<file path="config.mk">
export PLATFORM = sky130hd
export DESIGN_NAME = fsiw_regs
export DESIGN_NICKNAME = d
export VERILOG_FILES = /design/src/logic/fsiw_pkg.sv /design/src/logic/fsiw_frame_if.sv /design/src/logic/fsiw_spi_rx.sv /design/src/logic/fsiw_regs.sv
export VERILOG_INCLUDE_DIRS = /design/src /design/src/logic
export SDC_FILE = /design/constraint.sdc
export NUM_CORES = 1
export LEC_CHECK = 0
export BUFFER_PORTS_ARGS = -buffer_cell sky130_fd_sc_hd__clkbuf_2
export CORE_ASPECT_RATIO = 1.75
export CORE_MARGIN = 3
export CORE_UTILIZATION = 35
export CTS_CLUSTER_DIAMETER = 50
export CTS_CLUSTER_SIZE = 12
export DETAILED_ROUTE_END_ITERATION = 12
export GPL_TIMING_DRIVEN = 1
export PLACE_DENSITY = 0.62
export SLEW_MARGIN = 25
export SYNTH_ARGS = -nofsm -noshare
export SYNTH_HDL_FRONTEND = slang
export SYNTH_SLANG_ARGS = --single-unit
</file>
<file path="constraint.sdc">
create_clock -name ref_clk -period 4.7 [get_ports ref_clk]
set_input_delay 0.47 -clock ref_clk [delete_from_list [all_inputs] [get_ports ref_clk]]
set_output_delay 0.47 -clock ref_clk [all_outputs]
set_load 0.01 [all_outputs]
</file>
<file path="src/logic/fsiw_params.svh">
/*
  Constants of the fail-safe impact and watchdog window register block.
  Assumes a 100 MHz ref_clk and 16-bit serial frames, most significant bit first.
*/
`ifndef FSIW_PARAMS_SVH
`define FSIW_PARAMS_SVH

`define FSIW_FRAME_BITS    5'h10
`define FSIW_ADDR_TAKEN    5'h07
`define FSIW_CNT_MAX       5'h1f
`define FSIW_ADDR_IMPACT   6'h26
`define FSIW_ADDR_WINDOW   6'h27
`define FSIW_BIT_WRITE     15
`define FSIW_BIT_PARITY    8
`define FSIW_IMPACT_RST    4'h1
`define FSIW_WINDOW_RST    4'h3
`define FSIW_WINDOW_OFF    4'h0
`define FSIW_CLK_HZ        100000000
`define FSIW_DEEP_TIME_MS  8000
`define FSIW_DEEP_CYCLES   (`FSIW_DEEP_TIME_MS * (`FSIW_CLK_HZ / 1000))
`define FSIW_ERR_SAFETY    3
`define FSIW_ERR_CLOCK     2
`define FSIW_ERR_REQUEST   1
`define FSIW_ERR_PARITY    0

`endif

</file>
<file path="src/logic/fsiw_pkg.sv">
/*
  Types shared by the serial receiver and the register block.
  Assumes fsiw_params.svh holds the frame, register, error and timing numbers; the enum codes and window length table are below.
*/
package fsiw_pkg;

  typedef enum logic {
    FSIW_IDLE = 1'b0,
    FSIW_BUSY = 1'b1
  } fsiw_link_e;

  typedef enum logic [1:0] {
    FSIW_WD_NONE = 2'b00,
    FSIW_WD_RST  = 2'b01,
    FSIW_WD_FS0  = 2'b10,
    FSIW_WD_BOTH = 2'b11
  } fsiw_conseq_e;

  typedef logic [10:0] fsiw_ms_t;

  // Window length in milliseconds for each window code; zero means disabled.
  function automatic fsiw_ms_t fsiw_window_ms(input logic [3:0] code);
    fsiw_ms_t tbl [16];
    tbl = '{11'h000, 11'h001, 11'h002, 11'h003, 11'h004, 11'h006, 11'h008, 11'h00c,
            11'h010, 11'h018, 11'h020, 11'h040, 11'h080, 11'h100, 11'h200, 11'h400};
    return tbl[code];
  endfunction

endpackage

</file>
<file path="src/logic/fsiw_frame_if.sv">
/*
  Carrier between the serial receiver and the register block.
  Assumes both ends run on ref_clk.
*/
`timescale 1ns/1ns
interface fsiw_frame_if;
  logic        addr_stb;
  logic [5:0]  addr;
  logic [7:0]  load_byte;
  logic        done_stb;
  logic [15:0] frame;
  logic        clk_ok;

  modport rx   (output addr_stb, output addr, output done_stb, output frame, output clk_ok, input load_byte);
  modport regs (input addr_stb, input addr, input done_stb, input frame, input clk_ok, output load_byte);
endinterface

</file>
<file path="src/logic/fsiw_spi_rx.sv">
/*
  Serial frame receiver: synchronises the pins, shifts frames in and answers out.
  Assumes SPI mode 0 with each clock half period of at least five ref_clk cycles.
*/
`timescale 1ns/1ns
`include "fsiw_params.svh"
module fsiw_spi_rx (
  input  wire logic     ref_clk,
  input  wire logic     rst_n,
  input  wire logic     clk_en,
  input  wire logic     sclk,
  input  wire logic     cs_n,
  input  wire logic     mosi,
  input  wire logic [7:0] global_status,
  output logic          miso_out,
  output logic          miso_oe_n,
  fsiw_frame_if.rx      bus
);
  import fsiw_pkg::*;

  typedef struct packed {
    logic [2:0]  s_cs;
    logic [2:0]  s_sclk;
    logic [2:0]  s_mosi;
    logic [2:0]  filt;
    fsiw_link_e  link;
    logic [15:0] sin;
    logic [15:0] sout;
    logic [4:0]  cnt;
    logic        addr_stb;
    logic        done_stb;
    logic [15:0] frame;
    logic        clk_ok;
  } fsiw_rx_s;

  fsiw_rx_s st_r;
  fsiw_rx_s st_nxt;
  logic [2:0] second;
  logic [2:0] third;

  ////////////////////////////////////////////////////////////////////////////
  always_comb begin
    st_nxt        = st_r;
    st_nxt.s_cs   = {st_r.s_cs[1:0], cs_n};
    st_nxt.s_sclk = {st_r.s_sclk[1:0], sclk};
    st_nxt.s_mosi = {st_r.s_mosi[1:0], mosi};
    second        = {st_r.s_cs[1], st_r.s_sclk[1], st_r.s_mosi[1]};
    third         = {st_r.s_cs[2], st_r.s_sclk[2], st_r.s_mosi[2]};
    for (int i = 0; i < 3; i++) begin
      if (second[i] == third[i]) begin
        st_nxt.filt[i] = second[i];
      end
    end
    st_nxt.addr_stb = 1'b0;
    st_nxt.done_stb = 1'b0;
    unique case (st_r.link)
      FSIW_IDLE: begin
        if (!st_nxt.filt[2]) begin
          st_nxt.link = FSIW_BUSY;
          st_nxt.cnt  = 5'h00;
          st_nxt.sout = {global_status, 8'h00};
        end
      end
      FSIW_BUSY: begin
        if (st_r.addr_stb) begin
          st_nxt.sout[13:6] = bus.load_byte;
        end
        if (st_nxt.filt[2]) begin
          st_nxt.link     = FSIW_IDLE;
          st_nxt.done_stb = 1'b1;
          st_nxt.frame    = st_r.sin;
          st_nxt.clk_ok   = (st_r.cnt == `FSIW_FRAME_BITS);
        end else if (st_nxt.filt[1] && !st_r.filt[1]) begin
          st_nxt.sin = {st_r.sin[14:0], st_r.filt[0]};
          if (st_r.cnt != `FSIW_CNT_MAX) begin
            st_nxt.cnt = st_r.cnt + 5'h01;
          end
          st_nxt.addr_stb = (st_r.cnt == `FSIW_ADDR_TAKEN - 5'h01);
        end else if (!st_nxt.filt[1] && st_r.filt[1]) begin
          st_nxt.sout = {st_r.sout[14:0], 1'b0};
        end
      end
    endcase
  end

  ////////////////////////////////////////////////////////////////////////////
  always_ff @(posedge ref_clk or negedge rst_n) begin
    if (!rst_n) begin
      st_r <= '{s_cs: 3'h7, s_sclk: 3'h0, s_mosi: 3'h0, filt: 3'h4, link: FSIW_IDLE, sin: 16'h0000,
                sout: 16'h0000, cnt: 5'h00, addr_stb: 1'b0, done_stb: 1'b0, frame: 16'h0000, clk_ok: 1'b0};
    end else if (clk_en) begin
      st_r <= st_nxt;
    end
  end

  assign miso_out     = st_r.sout[15];
  assign miso_oe_n    = (st_r.link == FSIW_IDLE);
  assign bus.addr_stb = st_r.addr_stb;
  assign bus.addr     = st_r.sin[5:0];
  assign bus.done_stb = st_r.done_stb;
  assign bus.frame    = st_r.frame;
  assign bus.clk_ok   = st_r.clk_ok;

endmodule // fsiw_spi_rx

</file>
<file path="src/logic/fsiw_regs.sv">
/*
  Fail-safe impact and watchdog window configuration registers behind a serial port.
  Assumes an external master sends 16-bit frames and watchdog logic flags the error limit.
*/
`timescale 1ns/1ns
`include "fsiw_params.svh"

// How it works
// - Impact write: write bit, address, parity, data.
// - Mode bit: zero delay, one duration.
// - Deep timer runs 8.0 s unless disabled.
// - Consequence field picks reset, fail-safe, both or neither to drive low.
// - Secure nibble must be the data nibble with its halves swapped and the low half inverted.
// - Window write: write bit, address, parity, code.
// - Window code picks duration; zero only init.
// - Write frames answer with previous content.
module fsiw_regs #(
  parameter int unsigned DEEP_CYCLES = `FSIW_DEEP_CYCLES
) (
  input  wire logic             ref_clk,
  input  wire logic             rst_n,
  input  wire logic             clk_en,
  input  wire logic             sclk,
  input  wire logic             cs_n,
  input  wire logic             mosi,
  output logic                  miso_out,
  output logic                  miso_oe_n,
  input  wire logic [7:0]       global_status,
  input  wire logic             init_phase,
  input  wire logic             watchdog_error_limit,
  input  wire logic             failsafe_active,
  output logic                  reset_out_n,
  output logic                  first_failsafe_out,
  output logic                  fs2_timing_mode_sel,
  output logic                  deep_timer_disable,
  output logic                  deep_failsafe_req,
  output logic [3:0]            window_duration_code,
  output fsiw_pkg::fsiw_ms_t    window_ms
);
  import fsiw_pkg::*;

  typedef struct packed {
    logic [3:0]  impact;
    logic [3:0]  window;
    logic [3:0]  err;
    logic        rst_n_out;
    logic        fs0_n_out;
    logic [29:0] deep_cnt;
    logic        deep_req;
    fsiw_ms_t    win_ms;
  } fsiw_top_s;

  localparam logic [29:0] DEEP_LAST = 30'(DEEP_CYCLES - 1);

  fsiw_top_s  st_r;
  fsiw_top_s  st_nxt;
  logic [1:0] rst_sync_r;
  logic       rst_s_n;
  logic       is_imp;
  logic       is_win;
  logic       par_ok;
  logic       sec_ok;
  logic       wr_ok_imp;
  logic       wr_ok_win;
  logic       win_bad;
  logic [3:0] err_set;
  fsiw_conseq_e conseq;

  fsiw_frame_if fr ();

  fsiw_spi_rx u_rx (
    .ref_clk       (ref_clk),
    .rst_n         (rst_s_n),
    .clk_en        (clk_en),
    .sclk          (sclk),
    .cs_n          (cs_n),
    .mosi          (mosi),
    .global_status (global_status),
    .miso_out      (miso_out),
    .miso_oe_n     (miso_oe_n),
    .bus           (fr.rx)
  );

  ////////////////////////////////////////////////////////////////////////////
  // Reset release through two flip-flops.
  always_ff @(posedge ref_clk or negedge rst_n) begin
    if (!rst_n) begin
      rst_sync_r <= 2'b00;
    end else begin
      rst_sync_r <= {rst_sync_r[0], 1'b1};
    end
  end
  assign rst_s_n = rst_sync_r[1];

  ////////////////////////////////////////////////////////////////////////////
  // Answer byte taken at the address point, before any write lands.
  always_comb begin
    if (fr.addr == `FSIW_ADDR_IMPACT) begin
      fr.load_byte = {st_r.err, st_r.impact};
    end else if (fr.addr == `FSIW_ADDR_WINDOW) begin
      fr.load_byte = {st_r.err, st_r.window};
    end else begin
      fr.load_byte = 8'h00;
    end
  end

  ////////////////////////////////////////////////////////////////////////////
  always_comb begin
    st_nxt  = st_r;
    conseq  = fsiw_conseq_e'(st_r.impact[1:0]);
    is_imp  = fr.frame[14:9] == `FSIW_ADDR_IMPACT;
    is_win  = fr.frame[14:9] == `FSIW_ADDR_WINDOW;
    par_ok  = ^fr.frame;
    sec_ok  = fr.frame[3:0] == {~fr.frame[5], ~fr.frame[4], fr.frame[7], fr.frame[6]};
    win_bad = is_win && fr.frame[7:4] == `FSIW_WINDOW_OFF && !init_phase;
    err_set = 4'h0;
    wr_ok_imp = 1'b0;
    wr_ok_win = 1'b0;
    if (fr.done_stb) begin
      if (!fr.clk_ok) begin
        err_set[`FSIW_ERR_CLOCK] = 1'b1;
      end else if (fr.frame[`FSIW_BIT_WRITE] && (is_imp || is_win)) begin
        err_set[`FSIW_ERR_PARITY]  = !par_ok;
        err_set[`FSIW_ERR_REQUEST] = par_ok && (!sec_ok || win_bad);
        wr_ok_imp = is_imp && par_ok && sec_ok;
        wr_ok_win = is_win && par_ok && sec_ok && !win_bad;
      end
    end
    err_set[`FSIW_ERR_SAFETY] = |err_set[2:0];
    if (wr_ok_imp) begin
      st_nxt.impact = fr.frame[7:4];
    end
    if (wr_ok_win) begin
      st_nxt.window = fr.frame[7:4];
    end
    // A read of either register clears the flags; a new error wins.
    if (fr.done_stb && fr.clk_ok && !fr.frame[`FSIW_BIT_WRITE] && (is_imp || is_win)) begin
      st_nxt.err = err_set;
    end else begin
      st_nxt.err = st_r.err | err_set;
    end
    st_nxt.rst_n_out = !(watchdog_error_limit && (conseq == FSIW_WD_RST || conseq == FSIW_WD_BOTH));
    st_nxt.fs0_n_out = !(watchdog_error_limit && (conseq == FSIW_WD_FS0 || conseq == FSIW_WD_BOTH));
    if (!failsafe_active || st_r.impact[2]) begin
      st_nxt.deep_cnt = 30'h00000000;
      st_nxt.deep_req = 1'b0;
    end else if (st_r.deep_cnt == DEEP_LAST) begin
      st_nxt.deep_req = 1'b1;
    end else begin
      st_nxt.deep_cnt = st_r.deep_cnt + 30'h00000001;
    end
    st_nxt.win_ms = fsiw_window_ms(st_r.window);
  end

  always_ff @(posedge ref_clk or negedge rst_s_n) begin
    if (!rst_s_n) begin
      st_r <= '{impact: `FSIW_IMPACT_RST, window: `FSIW_WINDOW_RST, err: 4'h0, rst_n_out: 1'b1,
                fs0_n_out: 1'b1, deep_cnt: 30'h00000000, deep_req: 1'b0, win_ms: 11'h003};
    end else if (clk_en) begin
      st_r <= st_nxt;
    end
  end

  assign fs2_timing_mode_sel  = st_r.impact[3];
  assign deep_timer_disable   = st_r.impact[2];
  assign reset_out_n          = st_r.rst_n_out;
  assign first_failsafe_out   = st_r.fs0_n_out;
  assign deep_failsafe_req    = st_r.deep_req;
  assign window_duration_code = st_r.window;
  assign window_ms            = st_r.win_ms;
endmodule // fsiw_regs

</file>
Word level (Yosys, flattened, before mapping)
Memory sizes are Yosys's and may differ from the RTL's. A register that Yosys moved wholly into a read port is not among the register bits.
Cells that the tools add are included.

storage, ports and cells
  logic and storage cells = 128
  bits of input ports = 17
  ROM bits = 176
  register bits after elaboration = 116
  memories = 1

memory list
  memory            depth  width  read ports  clocked after Yosys merged registers in  write ports  line            source
  (name not given)  16     11     1           1                                        0            fsiw_pkg.sv:26  return tbl[code];

operators by class
  add/subtract/negate cells = 2
  muxes and demuxes = 29
  equality and inequality tests = 22
  bitwise gates (word level) = 6
  reduce and logical (&&, ||, !) cells = 46

operators with widths
  operator                                       number
  one-hot mux 21 bit (2 select lines)            1
  two-way mux 16 bit                             2
  two-way mux 31 bit                             1
  adder 30 x 1 -> 30 bit, second input constant  1
  == test 30 bit, second input constant          1
  two-way mux 30 bit                             1
  == test 6 bit, second input constant           4
  two-way mux 8 bit                              3
  two-way mux 22 bit                             1
  two-way mux 21 bit                             1
  two-way mux 19 bit                             1
  two-way mux 18 bit                             1
  logical AND 1 bit                              16
  parity 16 bit                                  1
  inequality test 2 bit, second input constant   7
  AND reduction 2 bit                            6
  logical NOT 1 bit                              11
  two-way mux 1 bit                              11
  AND reduction 5 bit                            2
  two-way mux 6 bit                              1
  adder 5 x 1 -> 5 bit, second input constant    1
  == test 5 x 3 -> 1 bit, second input constant  1
  == test 5 bit, second input constant           1
  logical OR 1 bit                               5
  other kinds (17)                               24

Depth between registers and ports, before layout
  depth in word-level cells = 11
  mapped depth = 7
  gate-level depth less buffers = 7

By module
From an unflattened synthesis, not the netlist that was laid out.

unflattened totals
  cells, all modules = 593
  area total of the unflattened synthesis = 6,423.7 µm²

by module, submodules not included
  module       area an instance (µm²)  times used  cells each  seq. area each (µm²)
  fsiw_regs    3,288.2                 1           343         1,460.2
  fsiw_spi_rx  3,135.5                 1           250         1,706.6

Least setup slack after synthesis
No wires, ideal clock.

  path type = reg2reg
  start point = reg u_rx.st_r (netlist bit u_rx.bus.frame[6])
  end point = reg st_r (netlist bit conseq[1])
  path buffers = 0
  data required time = 4.575 ns
  clock period less this slack = 2.156 ns
  cell stages (with the launch flop) = 8
  arrival = 2.031 ns
  slack = 2.544 ns
  cell sequence = dfrtp_1 > inv_1 > ha_1 > xnor2_1 > xnor3_1 > xnor3_2 > nand3_1 > mux2_2

on the way
  word-level cells in the longest chain between the ends = 7
  elaborated cells on any way between the ends = 8
  those cells by class = eq/ne: 1; mux: 3; reduce/logical: 4

ends and longest elaborated chain
  item                             line               source
  start: declaration               fsiw_spi_rx.sv:36  fsiw_rx_s st_r;
  start signal: assignment         fsiw_spi_rx.sv:89  st_r <= '{s_cs: 3'h7, s_sclk: 3'h0, s_mosi: 3'h0, filt: 3'h4, link: FSIW_IDLE, sin: 16'h0000,
  start signal: assignment         fsiw_spi_rx.sv:92  st_r <= st_nxt;
  parity 16 bit                    fsiw_regs.sv:113   par_ok = ^fr.frame;
  logical AND 1 bit                fsiw_regs.sv:125   wr_ok_imp = is_imp && par_ok && sec_ok;
  logical AND 1 bit *              fsiw_regs.sv:125
  two-way mux 1 bit *              fsiw_regs.sv:122   end else if (fr.frame[`FSIW_BIT_WRITE] && (is_imp || is_win)) begin
  two-way mux 1 bit *              fsiw_regs.sv:120   if (!fr.clk_ok) begin
  two-way mux 1 bit *              fsiw_regs.sv:119   if (fr.done_stb) begin
  AND reduction 2 bit (no line) *  --
  end signal: assignment           fsiw_regs.sv:157   st_r <= '{impact: `FSIW_IMPACT_RST, window: `FSIW_WINDOW_RST, err: 4'h0, rst_n_out: 1'b1,
  end signal: assignment           fsiw_regs.sv:160   st_r <= st_nxt;
  end: declaration                 fsiw_regs.sv:55    fsiw_top_s st_r;

Every way passes the cells marked *; elsewhere a longest branch is shown, timed or not.
A chain may end at the register's enable or synchronous reset.

Worst setup path in the final report
  start point = in clk_en
  end point = reg st_r[16] (netlist bit)

on the way
  word-level cells in the longest chain between the ends = 1

ends and longest elaborated chain
  item                           line             source
  start: declaration             fsiw_regs.sv:22  input wire logic clk_en,
  AND reduction 2 bit (no line)  --

Every way passes these cells.

==> metrics.yaml <==
vdd_ir_drop_max_mv: 0.243
finalNonFillerCells: 837
use_met1_pct: 16.2
fmax_ghz: 0.412
cts_root_buf: "clkbuf_16"
layout_commonest_cell: "dfrtp_1"
grt_pass1_vias: 4567
first_iter_violations: 212
multi_input_area_um2: 2720
hold_violations: 0
gp_congestion: 0.868
num_rows: 63
drv_cap: 0
cp_max_fo: 51
slew_violations: 0
dp_hpwl_um: 10000
io_pins: 39
syn_avg_cell_area_um2: 10.7
whs_path_depth: 2
post-route-drc-count: 0
p_leak_uw: 0.00305
setup_slack_ns: 2.27
finalCritPeriodShare_pct: 51.7
netlist_area_um2: 6190
track_usage_pct: 14.6
cts_sinks: 126
grt_overflow: 0
power.density_nw_per_um2: 401
cts_max_level: 4
grt_busiest_layer: "met2"
clk_latency_ns: 0.42
design_area_um2: 7070
async_flop_share_pct: 100
wire_per_inst_um: 16.4
r2r-start: "u_rx.bus.frame[6]"
drive_above_1_share_pct: 24.6
layout_common_cells: "dfrtp_1 (114), mux2_2 (50), o21ai_0 (47), clkbuf_2 (38), nand2_1 (33)"
critPathKind: "in -> reg"
place_ws_ns: 1.83
antenna_found_initial: 0
worstPathCellList: "clkbuf_2 > buf_4 > clkinv_1 > nor2_1 > buf_4 > nor3_1"
cts.clk_slew.worst_paths_ns: 0.07
post_dp_cell_area_um2: 6480
min-delay-start: "watchdog_error_limit"
fillers: 1714
grt_util_met2_pct: 27.3
min_to: "first_failsafe_out"
fin_setup_tns_ns: 0
cp_slowest_cell: "nor2_1"
diodes: 0
critPathRequiredTime_ns: 4.99
grt_max_degree: 56
whs_ns: 0.255
grt_util_met3_pct: 3.45
cts_tree: "built"
drt-vias-per-instance: 5.32
cpLargestDelayFamily: "buffers and inverters"
rrSetupSlack_ns: 2.30
cp-start-kind: "input port"
worstMarginPinSlew_ns: 1.05
status: "finished clean"
nets: 621
period_needed_ns: 2.43
r2r-end: "deep_timer_disable"
die_x_um: 107
grt_pass1_wl_um: 22600
cts_made_buffers: 17
ys.flop_type: "dfrtp_1"
relSlewSlack_pct: 29.7
die_h_um: 182
slowest_delay_ns: 0.73
cp_common_cell: "buf_4"
final_antenna_net_count: 0
seq_area_frac_synth_pct: 51.2
timing.critical_path.buf_inv: 4
yosys_warnings: 0
postCtsSetupBuffers: 0
synth_edf_count: 0
cp-end-kind: "flop"
routed_wl_um: 13800
ff2ff_path_depth: 7
synth_cells: 577
ys_seq_elements: 126
clockBufferDepth: 2
area_growth_syn_to_layout_pct: 14.3
clock_skew_ns: 0.0109
setup_viol: 0
start_util_pct: 36.0
firstDrtPassIters: 4
hold_path_class: "in -> reg"
rsz0062_at_grt: "false"
syn_nets: 601
coreArea_um2: 17200
cp.arrival_ns: 2.72
num_vias: 4453
yosysUniqueCellTypes: 61
place_inst: 804
io_buffer_count: 38
design.die.area_um2: 19400
regArea_um2: 3170
## through the flow
step | total power (µW) | util, %
final | 2830 | 41.2
after global routing | 2960 | 41.2
after CTS | 2860 | 41.2
after detailed placement | 1570 | 37.7
after global placement | 1560 | 37.7
after floorplan | 1490 | -
## state kept, by name (all words and copies together), names as in the netlist
| register | cells |
|---|---|
| reset_out_n | 1 |
| fs2_timing_mode_sel | 1 |
| st_r | 34 |
| u_rx.st_nxt | 3 |
| u_rx.bus.clk_ok | 1 |
| first_failsafe_out | 1 |
| rst_sync_r | 2 |
| u_rx.bus.done_stb | 1 |
| conseq | 2 |
| deep_failsafe_req | 1 |
| window_ms | 11 |
| u_rx.second | 3 |
| u_rx.bus.addr_stb | 1 |
| u_rx.st_r | 36 |
| u_rx.miso_out | 1 |
| u_rx.bus.frame | 16 |
| u_rx.bus.addr | 6 |
| deep_timer_disable | 1 |
| window_duration_code | 4 |
## cell families after synthesis
logic type | Yosys count | synth area share, %
xor+xnor | 24 | 3.86
other cells | 1 | 0.0606
mux | 53 | 9.58
simple gates | 175 | 15.7
compound gates | 124 | 12.9
fa+ha+maj | 8 | 1.60
buf+inv | 66 | 5.03
flops | 126 | 51.2
## repair_timing
item,4_1_cts,5_1_grt
hold endpoints to repair,2,0
hold buffers,1,0
resized for setup,0,0
## cell type report
class | count | area share [%]
timing repair buffer | 43 | 3.25
sequential | 126 | 44.8
inverter | 24 | 1.27
clock inverter | 15 | 2.23
tap | 227 | 4.02
clock buffer | 17 | 6.01
multi-input combinational | 385 | 38.4
## cell usage after synthesis, types with 3 or more instances
library cell	number	share of area, %
a221o_1	3	0.49
nor3_1	9	0.73
clkbuf_1	23	1.4
nand3_1	19	1.5
a21oi_1	25	2.0
nor2_1	31	1.9
dfrtp_1	115	47
o21ai_0	47	3.8
nor4b_1	4	0.57
dfstp_2	11	4.7
o21a_1	7	0.85
nand2_1	33	2.0
nor2b_1	5	0.51
nor3b_1	3	0.36
xnor2_1	19	2.7
inv_1	22	1.3
nor4_1	6	0.61
nand2b_1	5	0.51
nand4_1	11	1.1
mux2_2	50	9.1
o31ai_1	11	1.3
and3_1	8	0.81
or4_1	10	1.2
buf_4	16	1.9
a22o_1	7	0.99
mux2i_1	3	0.49
and4_1	4	0.57
a221oi_1	7	0.99
ha_1	7	1.4
buf_2	3	0.24
or3_1	9	0.91
a31oi_1	4	0.40
xor2_1	3	0.42
and2_1	4	0.40
## report_power, final
part	internal (µW)	switching, µW	total, µW	leakage (µW)
combinational	141	162	303	0.00112
clock	714	566	1280	0.000287
sequential	1170	82.1	1250	0.00165
## worst max path at each step
stage / startpoint / endpoint / slack, ns / cells after the start
after floorplan: rst_sync_r[1] / conseq[1] / 0.95 / 0
after global routing: clk_en / st_r[16] / 2.06 / 6
final: clk_en / st_r[16] / 2.27 / 6
after global placement: clk_en / st_r[16] / 1.85 / 6
after detailed placement: clk_en / st_r[34] / 1.83 / 6
after CTS: clk_en / st_r[34] / 2.23 / 6
## metal layers
layer	vias to the layer above	wire length, µm
met5	-	0
met4	0	231
met3	18	468
met2	86	7680
met1	2232	5380
li1	2117	-
(Power assumes the default switching activity.)
